$ cat src/vtd_pkg.sv
// package: register map, field positions and reset values of the voltage threshold detector
package vtd_pkg;

    // ****************************************
    // register byte offsets
    // ****************************************
    localparam logic [3:0] VTD_OFS_CONTROL = 4'h0;
    localparam logic [3:0] VTD_OFS_IRQCTL = 4'h4;
    localparam logic [3:0] VTD_OFS_FLAG = 4'h8;
    localparam logic [3:0] VTD_OFS_ENABLE = 4'hc;

    // ****************************************
    // control register fields
    // ****************************************
    localparam int VTD_CTL_DIR_BIT = 7;
    localparam int VTD_CTL_STABLE_BIT = 5;
    localparam int VTD_CTL_EN_BIT = 4;
    localparam int VTD_CTL_LEVEL_LSB = 0;
    localparam int VTD_CTL_LEVEL_W = 4;
    localparam logic [3:0] VTD_LEVEL_EXTERNAL = 4'hf;
    localparam logic [3:0] VTD_LEVEL_RESET = 4'h5;
    localparam logic VTD_DIR_RESET = 1'b0;

    // ****************************************
    // irq control and peripheral register fields
    // ****************************************
    localparam int VTD_GIE_BIT = 7;
    localparam int VTD_DETECT_BIT = 2;
    localparam logic [7:0] VTD_IRQCTL_RESET = 8'h00;

    // ****************************************
    // bus responses
    // ****************************************
    localparam logic [1:0] VTD_RESP_OKAY = 2'b00;
    localparam logic [1:0] VTD_RESP_SLVERR = 2'b10;

    typedef enum logic [2:0]
    {
        VTD_ST_OFF = 3'b001,
        VTD_ST_SETTLE = 3'b010,
        VTD_ST_ARMED = 3'b100
    } vtd_state_e;

endpackage : vtd_pkg

$ cat src/vtd_sync.sv
// two-stage synchroniser for asynchronous levels
`timescale 1ns/1ps
module vtd_sync
    import vtd_pkg::*;
#(
    parameter int WIDTH = 2
)
(
    input wire logic aclk,
    input wire logic aresetn,
    input wire logic aclk_en,
    input wire logic [WIDTH-1:0] async_in,
    output logic [WIDTH-1:0] sync_out
);

    if (WIDTH < 1)
    begin : g_width_check
        $error("vtd_sync: WIDTH must be at least 1");
    end

    typedef struct packed
    {
        logic [WIDTH-1:0] first;
        logic [WIDTH-1:0] second;
    } vtd_sync_s;

    vtd_sync_s state_reg;
    vtd_sync_s state_next;

    always_comb
    begin
        state_next = state_reg;
        if (aclk_en)
        begin
            state_next.first = async_in;
            state_next.second = state_reg.first;
        end
    end

    always_ff @(posedge aclk)
    begin
        if (!aresetn)
            state_reg <= '0;
        else
            state_reg <= state_next;
    end

    assign sync_out = state_reg.second;

endmodule : vtd_sync

$ cat src/vtd_top.sv
// voltage threshold detector control, flag and wake logic with an axi4-lite register slave
//
// Local design decisions: the address map and the AXI4-Lite slave port.
`timescale 1ns/1ps
// What this block does
// - four-bit trip level selects fifteen thresholds
// - all-ones level selects the external trip input
// - comparator trip sets the detect flag
// - no flag until reference settling has finished
// - settling timed by external settled indication
// - no interrupt while reference stable is clear
// - detector keeps working during sleep
// - trip in sleep sets flag, requests wake
// - vector after wake only with global enable
// - reset restores registers, detector disabled
// - shared reference off forces fresh settling
// - direction picks rising or falling event
// - stable bit is read-only settled status
// - each enable restarts settling wait
module vtd_top
    import vtd_pkg::*;
#(
    parameter int ADDR_W = 4
)
(
    input wire logic aclk,
    input wire logic aresetn,
    input wire logic aclk_en,
    input wire logic [ADDR_W-1:0] s_axi_awaddr,
    input wire logic s_axi_awvalid,
    output logic s_axi_awready,
    input wire logic [31:0] s_axi_wdata,
    input wire logic [3:0] s_axi_wstrb,
    input wire logic s_axi_wvalid,
    output logic s_axi_wready,
    output logic [1:0] s_axi_bresp,
    output logic s_axi_bvalid,
    input wire logic s_axi_bready,
    input wire logic [ADDR_W-1:0] s_axi_araddr,
    input wire logic s_axi_arvalid,
    output logic s_axi_arready,
    output logic [31:0] s_axi_rdata,
    output logic [1:0] s_axi_rresp,
    output logic s_axi_rvalid,
    input wire logic s_axi_rready,
    input wire logic comparator_above,
    input wire logic reference_settled,
    input wire logic reference_shared_on,
    input wire logic sleep_active,
    output logic detector_power_on,
    output logic [3:0] trip_level_select,
    output logic external_trip_input_select,
    output logic detect_irq,
    output logic detect_irq_high_priority,
    output logic wake_request
);

    // refused at elaboration: the word decoder reads address bits 3:2
    if (ADDR_W < 4)
    begin : g_addr_w_check
        $error("vtd_top: ADDR_W must be at least 4");
    end

    // ****************************************
    // state
    // ****************************************
    typedef struct packed
    {
        vtd_state_e fsm;
        logic direction_select;
        logic detector_enable;
        logic [3:0] trip_level_select;
        logic global_irq_enable;
        logic [6:0] irq_ctl_other;
        logic detect_flag;
        logic detect_irq_enable;
        logic detect_priority;
        logic aw_held;
        logic [ADDR_W-1:0] aw_addr;
        logic w_held;
        logic [31:0] w_data;
        logic [3:0] w_strb;
        logic awready;
        logic wready;
        logic bvalid;
        logic [1:0] bresp;
        logic arready;
        logic rvalid;
        logic [31:0] rdata;
        logic [1:0] rresp;
        logic power_on;
        logic [3:0] level_out;
        logic ext_sel;
        logic irq;
        logic irq_high;
        logic wake;
    } vtd_s;

    vtd_s st_reg;
    vtd_s st_next;
    logic [1:0] sync_q;
    logic cmp_sync;
    logic settled_sync;

    vtd_sync #(
        .WIDTH(2)
    ) u_sync (
        .aclk(aclk),
        .aresetn(aresetn),
        .aclk_en(aclk_en),
        .async_in({reference_settled, comparator_above}),
        .sync_out(sync_q)
    );
    assign cmp_sync = sync_q[0];
    assign settled_sync = sync_q[1];

    // ****************************************
    // helpers
    // ****************************************
    function automatic logic [7:0] merge_byte(input logic [7:0] old_v, input logic [31:0] data, input logic [3:0] strb);
        merge_byte = strb[0] ? data[7:0] : old_v;
    endfunction : merge_byte

    function automatic logic [1:0] word_index(input logic [ADDR_W-1:0] addr);
        word_index = addr[3:2];
    endfunction : word_index

    function automatic logic addr_mapped(input logic [ADDR_W-1:0] addr);
        logic hi_zero;
        hi_zero = 1'b1;
        for (int i = 4; i < ADDR_W; i++)
            if (addr[i])
                hi_zero = 1'b0;
        addr_mapped = hi_zero && (addr[1:0] == 2'b00);
    endfunction : addr_mapped

    // ****************************************
    // next-state logic
    // ****************************************
    always_comb
    begin
        logic stable;
        logic event_hit;
        logic hw_set;
        logic do_write;
        logic [7:0] wbyte;
        logic [7:0] rbyte;
        logic [ADDR_W-1:0] waddr;
        stable = 1'b0;
        event_hit = 1'b0;
        hw_set = 1'b0;
        do_write = 1'b0;
        wbyte = 8'h00;
        rbyte = 8'h00;
        waddr = '0;
        st_next = st_reg;
        if (aclk_en)
        begin
            stable = (st_reg.fsm == VTD_ST_ARMED);
            // direction: 1 watches at-or-above, 0 strictly below
            event_hit = st_reg.direction_select ? cmp_sync : !cmp_sync;
            hw_set = stable && event_hit;

            // settling sequence; dropping enable or the shared reference forces a new wait
            unique case (st_reg.fsm)
                VTD_ST_OFF:
                begin
                    if (st_reg.detector_enable)
                        st_next.fsm = VTD_ST_SETTLE;
                end
                VTD_ST_SETTLE:
                begin
                    if (!st_reg.detector_enable)
                        st_next.fsm = VTD_ST_OFF;
                    else if (settled_sync)
                        st_next.fsm = VTD_ST_ARMED;
                end
                VTD_ST_ARMED:
                begin
                    if (!st_reg.detector_enable)
                        st_next.fsm = VTD_ST_OFF;
                    else if (!settled_sync && !reference_shared_on)
                        st_next.fsm = VTD_ST_SETTLE;
                end
                default:
                    st_next.fsm = VTD_ST_OFF;
            endcase

            // write channel: address and data captured in either order
            if (s_axi_awvalid && st_reg.awready)
            begin
                st_next.aw_held = 1'b1;
                st_next.aw_addr = s_axi_awaddr;
                st_next.awready = 1'b0;
            end
            if (s_axi_wvalid && st_reg.wready)
            begin
                st_next.w_held = 1'b1;
                st_next.w_data = s_axi_wdata;
                st_next.w_strb = s_axi_wstrb;
                st_next.wready = 1'b0;
            end
            if (st_reg.aw_held && st_reg.w_held && !st_reg.bvalid)
            begin
                waddr = st_reg.aw_addr;
                do_write = addr_mapped(waddr);
                st_next.aw_held = 1'b0;
                st_next.w_held = 1'b0;
                st_next.bvalid = 1'b1;
                st_next.bresp = do_write ? VTD_RESP_OKAY : VTD_RESP_SLVERR;
            end
            if (st_reg.bvalid && s_axi_bready)
            begin
                st_next.bvalid = 1'b0;
                st_next.awready = 1'b1;
                st_next.wready = 1'b1;
            end

            if (do_write)
            begin
                unique case (word_index(waddr))
                    2'd0:
                    begin
                        wbyte = merge_byte({st_reg.direction_select, 2'b00, st_reg.detector_enable,
                            st_reg.trip_level_select}, st_reg.w_data, st_reg.w_strb);
                        st_next.direction_select = wbyte[VTD_CTL_DIR_BIT];
                        st_next.detector_enable = wbyte[VTD_CTL_EN_BIT];
                        st_next.trip_level_select = wbyte[VTD_CTL_LEVEL_LSB +: VTD_CTL_LEVEL_W];
                        if (!wbyte[VTD_CTL_EN_BIT] || !st_reg.detector_enable)
                            st_next.fsm = VTD_ST_OFF;
                    end
                    2'd1:
                    begin
                        wbyte = merge_byte({st_reg.global_irq_enable, st_reg.irq_ctl_other},
                            st_reg.w_data, st_reg.w_strb);
                        st_next.global_irq_enable = wbyte[VTD_GIE_BIT];
                        st_next.irq_ctl_other = wbyte[6:0];
                    end
                    2'd2:
                    begin
                        wbyte = merge_byte({5'b0, st_reg.detect_flag, 2'b0}, st_reg.w_data, st_reg.w_strb);
                        st_next.detect_flag = wbyte[VTD_DETECT_BIT];
                    end
                    2'd3:
                    begin
                        wbyte = merge_byte({5'b0, st_reg.detect_irq_enable, 2'b0}, st_reg.w_data, st_reg.w_strb);
                        st_next.detect_irq_enable = wbyte[VTD_DETECT_BIT];
                        // priority shares the enable word, same bit position in the byte above the one holding the enable
                        if (st_reg.w_strb[1])
                            st_next.detect_priority = st_reg.w_data[8 + VTD_DETECT_BIT];
                    end
                    default:
                    begin
                    end
                endcase
            end

            // hardware set after software write so a same-cycle trip is kept
            if (hw_set)
                st_next.detect_flag = 1'b1;

            // read channel
            if (s_axi_arvalid && st_reg.arready)
            begin
                st_next.arready = 1'b0;
                st_next.rvalid = 1'b1;
                st_next.rresp = addr_mapped(s_axi_araddr) ? VTD_RESP_OKAY : VTD_RESP_SLVERR;
                unique case (word_index(s_axi_araddr))
                    2'd0:
                        rbyte = {st_reg.direction_select, 1'b0, stable, st_reg.detector_enable,
                            st_reg.trip_level_select};
                    2'd1:
                        rbyte = {st_reg.global_irq_enable, st_reg.irq_ctl_other};
                    2'd2:
                        rbyte = {5'b0, st_reg.detect_flag, 2'b0};
                    default:
                        rbyte = {5'b0, st_reg.detect_irq_enable, 2'b0};
                endcase
                st_next.rdata = 32'h0000_0000;
                if (addr_mapped(s_axi_araddr))
                begin
                    st_next.rdata[7:0] = rbyte;
                    if (word_index(s_axi_araddr) == 2'd3)
                        st_next.rdata[8 + VTD_DETECT_BIT] = st_reg.detect_priority;
                end
            end
            if (st_reg.rvalid && s_axi_rready)
            begin
                st_next.rvalid = 1'b0;
                st_next.arready = 1'b1;
            end

            // registered outputs toward the analog side and the core
            st_next.power_on = st_next.detector_enable;
            st_next.level_out = st_next.trip_level_select;
            st_next.ext_sel = (st_next.trip_level_select == VTD_LEVEL_EXTERNAL);
            // irq only from an armed detector, never during settling
            st_next.irq = st_next.detect_flag && st_next.detect_irq_enable
                && st_next.global_irq_enable && (st_next.fsm == VTD_ST_ARMED);
            st_next.irq_high = st_next.detect_priority;
            // wake is raised by a pending enabled flag while asleep, vector gating left to irq
            st_next.wake = sleep_active && st_next.detect_flag && st_next.detect_irq_enable
                && (st_next.fsm == VTD_ST_ARMED);
        end
    end

    always_ff @(posedge aclk)
    begin
        if (!aresetn)
        begin
            st_reg <= '0;
            st_reg.fsm <= VTD_ST_OFF;
            st_reg.direction_select <= VTD_DIR_RESET;
            st_reg.trip_level_select <= VTD_LEVEL_RESET;
            st_reg.level_out <= VTD_LEVEL_RESET;
            st_reg.irq_ctl_other <= VTD_IRQCTL_RESET[6:0];
            st_reg.awready <= 1'b1;
            st_reg.wready <= 1'b1;
            st_reg.arready <= 1'b1;
        end
        else
        begin
            st_reg <= st_next;
        end
    end

    // ****************************************
    // outputs
    // ****************************************
    assign s_axi_awready = st_reg.awready;
    assign s_axi_wready = st_reg.wready;
    assign s_axi_bvalid = st_reg.bvalid;
    assign s_axi_bresp = st_reg.bresp;
    assign s_axi_arready = st_reg.arready;
    assign s_axi_rvalid = st_reg.rvalid;
    assign s_axi_rdata = st_reg.rdata;
    assign s_axi_rresp = st_reg.rresp;
    assign detector_power_on = st_reg.power_on;
    assign trip_level_select = st_reg.level_out;
    assign external_trip_input_select = st_reg.ext_sel;
    assign detect_irq = st_reg.irq;
    assign detect_irq_high_priority = st_reg.irq_high;
    assign wake_request = st_reg.wake;

endmodule : vtd_top

$ cat config.mk
export PLATFORM = sky130hd
export DESIGN_NAME = vtd_top
export DESIGN_NICKNAME = d
export VERILOG_FILES = /design/src/vtd_pkg.sv /design/src/vtd_sync.sv /design/src/vtd_top.sv
export SDC_FILE = /design/constraint.sdc
export NUM_CORES = 1
export LEC_CHECK = 0
export BUFFER_PORTS_ARGS = -buffer_cell sky130_fd_sc_hd__buf_2
export CORE_MARGIN = 2
export CORE_UTILIZATION = 30
export CTS_CLUSTER_DIAMETER = 120
export DETAILED_ROUTE_END_ITERATION = 8
export PLACE_DENSITY_LB_ADDON = 0.12
export SYNTH_ARGS = -nofsm -noshare
export SYNTH_HDL_FRONTEND = slang
export SYNTH_SLANG_ARGS = --single-unit
$ cat constraint.sdc
create_clock -name aclk -period 4.3 [get_ports aclk]
set_clock_uncertainty 0.2 [all_clocks]
set_input_delay 0.215 -clock aclk [delete_from_list [all_inputs] [get_ports aclk]]
set_output_delay 0.215 -clock aclk [all_outputs]
set_load 0.01 [all_outputs]
# Word-level counts from Yosys, hierarchy flattened
# Cells that the tools add are included.
[totals]
output_inout_bits = 50
inputBits = 56
register_bits = 87
elab_cells = 131
[classes]
n_reduce_logical = 46
mux = 41
eq_ne = 17
[ops]
columns = ["op", "count"]
rows = [
  ["two-way mux 20 bit", 2],
  ["two-way mux 37 bit", 1],
  ["two-way mux 36 bit", 1],
  ["two-way mux 8 bit", 4],
  ["two-way mux 3 bit", 10],
  ["one-hot mux 8 bit (3 select lines)", 1],
  ["AND reduction 2 bit", 10],
  ["logical AND 1 bit", 15],
  ["two-way mux 1 bit", 13],
  ["!= test 2 x 1 -> 1 bit (second input constant)", 6],
  ["AND reduction 4 bit", 3],
  ["nonzero test 2 bit", 6],
  ["two-way mux 9 bit", 1],
  ["one-hot mux 3 bit (3 select lines)", 1],
  ["equality test 2 bit (second input constant)", 4],
  ["zero test 2 bit", 4],
  ["two-way mux 2 bit", 4],
  ["two-way mux 4 bit", 2],
  ["equality test 3 bit (second input constant)", 2],
  ["zero test 1 bit", 6],
  ["two-way mux 5 bit", 1],
  ["equality test 2 x 1 -> 1 bit (second input constant)", 2],
  ["equality test 4 bit (second input constant)", 1],
  ["equality test 3 x 1 -> 1 bit (second input constant)", 1],
  ["other kinds (3)", 3],
]

# Logic depth before layout (Yosys ltp)
# Gate-level depths: netlist (run 1).
[depth]
depth_word = 14
ltp_mapped = 6
ltp_nobuf = 5

# Modules after synthesis
# Synthesis (run 1) repeated with hierarchy kept, for this count alone.
[hier_totals]
cells_unflattened = 319
hier_area_um2 = 2813.9
[by_module_without_submodules]
columns = ["module", "seq_area_each_um2", "cells_per_inst", "area_per_inst_um2", "n_inst"]
rows = [
  ["vtd_top", 1121.1, 304, 2642.5, 1],
  ["vtd_sync", 80.1, 15, 171.4, 1],
]

# Least setup slack after synthesis (run 1)
# OpenSTA, ideal clock, no wires.
[synth_timing]
kind = "register -> register"
from = "register st_reg[87] (netlist name)"
to = "register st_reg, in the netlist detect_irq"
stages_incl_launch_ff = 6
path_slack_ps = 2603
setup_time_ps = 120
synth_period_minus_slack_ps = 1697
required_ps = 3980
n_path_buf = 0
t_arrival_ps = 1377
cell_sequence = "dfxtp_1 > or4_4 > o31ai_4 > nor4b_1 > o2111ai_2 > o21ai_2"
[synth_between]
elab_chain_cells = 10
elab_cells_between_ends = 11
classes_between = "eq/ne (1); mux (6); reduce/logical (4)"
[synth_lines]
columns = ["element", "line", "source"]
rows = [
  ["start, declared", "vtd_top.sv:99", "vtd_s st_reg;"],
  ["start signal, assigned", "vtd_top.sv:323", "st_reg <= st_next;"],
  ["zero test 2 bit *", "vtd_top.sv:134", "addr_mapped = hi_zero && (addr[1:0] == 2'b00);"],
  ["two-way mux 1 bit *", "vtd_top.sv:203", "if (st_reg.aw_held && st_reg.w_held && !st_reg.bvalid)"],
  ["two-way mux 1 bit *", "vtd_top.sv:157", "if (aclk_en)"],
  ["two-way mux 20 bit *", "vtd_top.sv:219", "if (do_write)"],
  ["two-way mux 20 bit *", "vtd_top.sv:157", ""],
  ["two-way mux 1 bit", "vtd_top.sv:259", "if (hw_set)"],
  ["two-way mux 1 bit", "vtd_top.sv:157", ""],
  ["logical AND 1 bit", "vtd_top.sv:298", "st_next.irq = st_next.detect_flag && st_next.detect_irq_enable"],
  ["logical AND 1 bit", "vtd_top.sv:299", "&& st_next.global_irq_enable && (st_next.fsm == VTD_ST_ARMED);"],
  ["logical AND 1 bit *", "vtd_top.sv:299", ""],
]
# Mark *: on every way between the ends. The rest lies on a longest branch, timed or not. The select of a mux whose other input is x is not followed.
# A chain may end at the register's enable or synchronous reset.

# Worst setup path after layout (run 1)
[layout_timing]
from = "input s_axi_arvalid"
to = "register st_reg, in the netlist s_axi_rdata[6]"
[layout_between]
elab_chain_cells = 2
[layout_lines]
columns = ["element", "line", "source"]
rows = [
  ["start, declared", "vtd_top.sv:40", "input wire logic s_axi_arvalid,"],
  ["logical AND 1 bit", "vtd_top.sv:263", "if (s_axi_arvalid && st_reg.arready)"],
  ["AND reduction 2 bit (no source line)", "-", ""],
]
# Every way passes these cells.

==> key figures, run 1 <==
Synthesis
  • Commonest cells post-synth: dfxtp_1 (60), nor2_1 (43), buf_4 (41), nand2_1 (37), mux2i_1 (24)
  • Avg Cell Area, Syn: 8.92 um^2
  • Number of distinct library cells after synthesis: 47
  • Top cells by area, synth: dfxtp_1 (42%), buf_4 (11%), mux2i_1 (8.5%)
  • Post-synth top area cell: dfxtp_1
  • Seq/Total Area, Yosys: 42.3%
  • Yosys reg bits: 60
  • Post-synth EDFFs: 0
  • Post-synth top flop: dfxtp_1
  • Async set-reset flop share out of synthesis: 0%
  • Yosys top cell area share: 42.3%
  • Synth warn: 0
  • Post-Synthesis Cells: 318
  • Top-count cell post-synth: dfxtp_1
  • Mapped Area: 0.00284 mm^2

Detailed routing
  • Post-DR vias/cell: between 4 and 5
  • WL/cell: between 10 and 15 um
  • Initial DRC count: 85
  • DRC: 0
  • Post-DRT Antenna Nets: 0
  • Pre-antenna DRT Iters: 5
  • DR vias: 2211
  • Overall routed net length: 6.55 mm

Setup path
  • Worst-path maximum fanout: 13
  • Crit path max-delay cell type: nor4_2
  • CP startpoint: s_axi_arvalid
  • Setup crit end kind: flop
  • Worst Path Required: roughly 4.4 ns
  • Reg-to-Reg Start: s_axi_arready
  • Startpoint Class: input pin
  • Crit-path max cell delay: 0.66 ns
  • CP Class: input pin to flop
  • Cell Chain, Critical Path: dlygate4sd3_1, buf_2, nand3_1, nor4_2, a32oi_1, nor2_1
  • Worst EP arrival: 2.20 ns

Power and ir drop
  • Worst vdd ir: 164 uV
  • Pwr Total: 1.27 mW
  • P_leak: 1.59 nW
  • PD cells: 368 mW/mm^2

Timing
  • Maximum clock frequency: 469 MHz
  • Hold Vio Cnt, Final: 0
  • RSZ-0062 raised after global routing: false
  • Slew @ Worst Pin: 0.907 ns
  • Setup TNS: 0 ns
  • Setup violations, final: 0
  • Fin. max-slew vios: 0
  • Fin crit share: about half
  • Tmin final: 2.13 ns
  • Slew headroom: just under 40%

Layout
  • Ant. Diodes: 0
  • Fillers: 984
  • Reg area: 0.00120 mm^2
  • Multi-input gate area: ~0.0013 mm^2
  • Share of cells above drive strength 1: 23.6%
  • Final instance area: 0.00345 mm^2
  • Area Overhead vs Synth: 21.5%
  • Final net count: 434
  • Max FFs per register: 31
  • Core Util, Final: 37.5%

Die
  • Die height: 101 um
  • Initial Util: 30.8%
  • I/O pins: approximately 110
  • Core box area: 0.00920 mm^2
  • DIE AREA: 0.0102 mm^2
  • Die width: 101 um
  • Cell Rows: 35

Clock network
  • H-tree depth: 3
  • Reg clk slew, reported paths: roughly 0.070 ns
  • Clk buf depth: 2
  • Root buffer cell: clkbuf_8
  • Worst skew pair latency: roughly 0.33 ns
  • TritonCTS clock tree: done
  • CTS Sinks: 60
  • CTS Buf Count: 9

Placed design
  • Area post-placement: 0.00298 mm^2
  • DP HPWL: 4.58 mm
  • GP Congestion: ~0.7
  • Port Buffers: 55

GRT
  • Number of global-route vias before repair: roughly 2.1k
  • Global-route usage over all layers: 13.6%
  • Largest net degree at the start of global routing: 51
  • Total gr overflow: 0
  • Global-route wire length before repair: 10.6 mm
  • Antenna violations before repair: 0

Min path
  • Hold Crit Start: s_axi_araddr[0]
  • Min-Delay Path Class: input pin to flop

Run
  • Max Cap Violations: 0

Run status
  • Status: complete, no violations
## cells in the final DEF, fill, tap and decap left out, types with 3 or more instances in the layout
cell	netlist	final
dfxtp_1	60	60
buf_2	1	55
nor2_1	43	43
nand2_1	37	37
conb_1	1	25
mux2i_1	24	24
dlygate4sd3_1	0	24
a21oi_1	19	19
clkbuf_8	0	11
nand3_1	8	8
mux2_2	7	7
a22oi_1	7	7
nor2b_1	4	4
inv_1	4	4
nand4_1	4	4
nor3_1	4	4
o21ai_0	4	4
a211oi_1	3	3
a21o_1	3	3
## through the flow
stage / setup slack, ns / hold WS, ns / instances
floorplan: 2.60 / 0.151 / 342
global placement: 1.84 / 0.232 / 454
detailed placement: 1.89 / 0.243 / 454
CTS: 2.20 / 0.0150 / 493
global route: 2.00 / 0.0591 / 493
finish: 2.17 / 0.0376 / 493
## where the power goes
part / total, mW / internal, mW / leakage (nW) / switching, mW
clock: 0.571 / 0.354 / 0.111 / 0.218
sequential: 0.588 / 0.571 / 0.488 / 0.0165
combinational: 0.108 / 0.0477 / 0.986 / 0.0604
## logic make-up (layout without fill, tap and decap cells)
family,Yosys count,count (layout),share of synthesized area (%)
xor+xnor,2,2,0.618
simple gates,118,118,20.5
buf+inv,59,99,13.3
mux,33,33,12.4
other cells,1,25,0.132
compound gates,45,45,10.7
flops,60,60,42.3
## layout make-up
cell class / count / area share [%]
multi-input combinational: 223 / 39.1
sequential: 60 / 34.8
timing repair buffer: 79 / 15.0
clock buffer: 11 / 4.39
tap: 111 / 4.03
clock inverter: 4 / 2.11
inverter: 5 / 0.544
## metal layers
| metal | track usage (%) | up-vias | wire (um) |
|---|---|---|---|
| li1 | - | 1149 | - |
| met1 | 17.2 | 1002 | 3190 |
| met2 | 22.2 | 56 | 3060 |
| met3 | 4.00 | 4 | 242 |
| met4 | 4.37 | 0 | 63 |
| met5 | 0 | - | 0 |
## repair_timing
action,CTS,global route
endpoints found under the hold margin,26,0
hold buffers,24,0
setup buffers,0,0
gates resized for setup,0,0
## worst paths after layout
kind,end,depth (start not counted),slack [ns]
setup reg to reg,s_axi_rdata[6],4,2.31
hold / removal,s_axi_rdata[10],4,0.04
hold reg to reg,detect_irq,2,0.25
setup / recovery,s_axi_rdata[6],6,2.17
## worst max-delay path: cells and delay by family
kind	cells	cell delay [ns]
AO/OA/AOI/OAI	1	0.20
buffers and inverters	2	0.64
AND/OR/NAND/NOR	3	1.14
(Power assumes the default switching activity.)
==> inputs of run 2 (changes only) <==
clock period = 2.2 ns   (was 4.3 ns; I/O delays follow)
==> run 2 against run 1 <==
  * Global-route usage rose by 0.54 points
  * Sequential share of layout area fell by 1.2 points
  * Cell area rose by 3.4%
  * Critical path type unchanged
  * Highest routed layer unchanged
==> key figures, run 2 (synthesis results as in run 1) <==
Placed design
  • GP Congestion: 0.717 (was 0.701)
  • DP HPWL: 4.88 mm (was 4.58 mm)
  • Port Buffers: 55 (unchanged)
  • DP Worst Slack: 0.340 ns (was 1.89 ns)
  • Area post-placement: 0.00304 mm^2 (was 0.00298 mm^2)

Layout
  • Ant. Diodes: 0 (unchanged)
  • Most common cell after layout, fill and taps aside: dfxtp_1 (unchanged)
  • Share of cells above drive strength 1: 24.2% (was 23.6%)
  • Area Overhead vs Synth: 25.7% (was 21.5%)
  • Fillers: 959 (was 984)
  • Final instance area: 0.00357 mm^2 (was 0.00345 mm^2)
  • Max FFs per register: 31 (unchanged)
  • Final net count: 448 (was 434)
  • Highest-count cells in the layout ignoring fill and taps: dfxtp_1 (60), buf_2 (54), nor2_1 (43) (was dfxtp_1 (60), buf_2 (55), nor2_1 (43))

Timing
  • Worst setup margin: 0.178 ns (was 2.17 ns)
  • RSZ-0062 raised after global routing: false (unchanged)
  • Fin. max-slew vios: 0 (unchanged)
  • Setup violations, final: 0 (unchanged)
  • Slew headroom: 56.2% (was 39.5%)
  • Maximum clock frequency: 495 MHz
  • Slew @ Worst Pin: 0.652 ns (was 0.907 ns)
  • Hold Vio Cnt, Final: 0 (unchanged)
  • Fin crit share: 91.9%
  • Tmin final: ~2.0 ns
  • Setup TNS: 0 ns (unchanged)

Setup path
  • Worst EP arrival: 2.04 ns (was 2.20 ns)
  • Worst Path Required: 2.22 ns (was 4.37 ns)
  • Crit-path max cell delay: 0.57 ns (was 0.66 ns)
  • Startpoint Class: input pin (unchanged)
  • FF-to-FF path depth: 6 (was 4)
  • R2r endpoint: s_axi_rdata[2] (was s_axi_rdata[6])
  • CP Buf/Inv Count: 4 (was 2)
  • Reg2reg setup slack: 0.33 ns (was 2.31 ns)
  • Reg-to-Reg Start: s_axi_arready (unchanged)
  • Worst-path maximum fanout: 12 (was 13)
  • Setup crit end kind: flop (unchanged)
  • Crit path top cell by count: dlygate4sd3_1
  • WP depth: 8 (was 6)
  • Crit path max-delay cell type: dlygate4sd3_1 (was nor4_2)
  • Setup crit end: s_axi_rdata[2] (was s_axi_rdata[6])
  • Cell Chain, Critical Path: dlygate4sd3_1, clkbuf_4, nand3_1, buf_4, nor3_1, dlygate4sd3_1, a22oi_1, nor2_1 (was dlygate4sd3_1, buf_2, nand3_1, nor4_2, a32oi_1, nor2_1)
  • Crit-path leading delay family: buffers and inverters (was simple AND/OR/NAND/NOR gates)
  • CP startpoint: aclk_en (was s_axi_arvalid)
  • CP Class: input pin to flop (unchanged)

Die
  • Core box area: 0.00920 mm^2 (unchanged)
  • Die height: 101 um (unchanged)
  • Die width: 101 um (unchanged)
  • Cell Rows: 35 (unchanged)
  • DIE AREA: 0.0102 mm^2 (unchanged)
  • Initial Util: 30.8% (unchanged)
  • I/O pins: 106 (unchanged)

Clock network
  • CTS Sinks: 60 (unchanged)
  • H-tree depth: 3 (unchanged)
  • Clk buf depth: 2 (unchanged)
  • Worst skew pair latency: 0.34 ns (was 0.33 ns)
  • Root buffer cell: clkbuf_8 (unchanged)
  • Reg clk slew, reported paths: 0.07 ns (about the same)
  • CTS Buf Count: 9 (unchanged)
  • TritonCTS clock tree: done (unchanged)

Detailed routing
  • Pre-antenna DRT Iters: 4 (was 5)
  • DR vias: 2295 (was 2211)
  • Post-DR vias/cell: 4.52 (was 4.48)
  • WL/cell: 13.6 um (was 13.3 um)
  • Post-DRT Antenna Nets: 0 (unchanged)
  • Initial DRC count: 53 (was 85)
  • Overall routed net length: 6.90 mm (was 6.55 mm)
  • DRC: 0 (unchanged)

GRT
  • Total gr overflow: 0 (unchanged)
  • Global-route wire length before repair: 11.1 mm (was 10.6 mm)
  • Global-route usage over all layers: 14.1% (was 13.6%)
  • Antenna violations before repair: 0 (unchanged)
  • Largest net degree at the start of global routing: 28 (was 51)
  • Number of global-route vias before repair: 2220 (was 2112)

Power and ir drop
  • PD cells: 674 mW/mm^2 (was 368 mW/mm^2)
  • Worst vdd ir: 316 uV (was 164 uV)
  • P_leak: 1.64 nW (was 1.59 nW)

Run status
  • Status: complete, no violations (unchanged)

Min path
  • Min-Delay Path Class: input pin to flop (unchanged)

Run
  • Max Cap Violations: 0 (unchanged)
## run 2: cell count changes in the layout (fill, tap and decap cells not counted), sizes merged
cell	before	now
buf	55	60
clkinv	1	2
dlygate4sd3	24	32
bufinv	2	1
clkbuf	11	13
## run 2: final cells by class
type / count / area (um^2) / area share (%)
inverter: 5 / 18.8 / 0.526
tap: 111 / 139 / 3.89
clock buffer: 12 / 155 / 4.35
timing repair buffer: 93 / 656 / 18.4
sequential: 60 / 1200 / 33.7
multi-input combinational: 223 / 1350 / 37.8
clock inverter: 4 / 47.5 / 1.33
## run 2: power breakdown
group / switching, mW / leakage (nW) / internal [mW]
sequential: 0.0311 / 0.488 / 1.12
combinational: 0.126 / 1.05 / 0.112
clock: 0.438 / 0.102 / 0.581
total: 0.595 / 1.64 / 1.81
## run 2: worst min-delay path by stage
| stage | slack, ns | endpoint | startpoint | cells after the start |
|---|---|---|---|---|
| after detailed placement | 0.15 | u_sync.state_reg[2] | comparator_above | 3 |
| after CTS | 0.01 | s_axi_rdata[10] | s_axi_araddr[3] | 5 |
| after floorplan | 0.05 | st_reg[51] | s_axi_wstrb[1] | 2 |
| final | 0.02 | s_axi_rdata[6] | s_axi_araddr[2] | 3 |
| after global routing | 0.07 | s_axi_rdata[10] | s_axi_araddr[3] | 5 |
| after global placement | 0.14 | st_reg[89] | s_axi_awaddr[2] | 3 |
## run 2: metal layers
layer,wire [um],track usage [%]
met1,3280,17.7
met4,82,4.37
met2,3260,23.3
met3,269,4.28
met5,0,0
## run 2: what timing repair did
| action | 4_1_cts | 5_1_grt |
|---|---|---|
| gates resized for setup | 0 | 1 |
| setup endpoints to repair | 0 | 1 |
| buffers inserted | 0 | 0 |
| hold endpoints to repair | 38 | 0 |
| hold buffers | 32 | 0 |
## run 2: worst min-delay path, cell delays in order
cell and delay (ns):
buf_2 0.21, a32oi_1 0.13, nor2_1 0.07
## run 2: stage by stage
step                power [mW]  utilization, %  std cells  hold slack (ns)
CTS                       2.44            38.7        508           0.0107
detailed placement        1.37            33.1        460            0.152
global placement          1.36            33.1        460            0.145
floorplan                 1.32               -        342           0.0460
global route              2.52            38.8        508           0.0694
finish                    2.40            38.8        508           0.0248
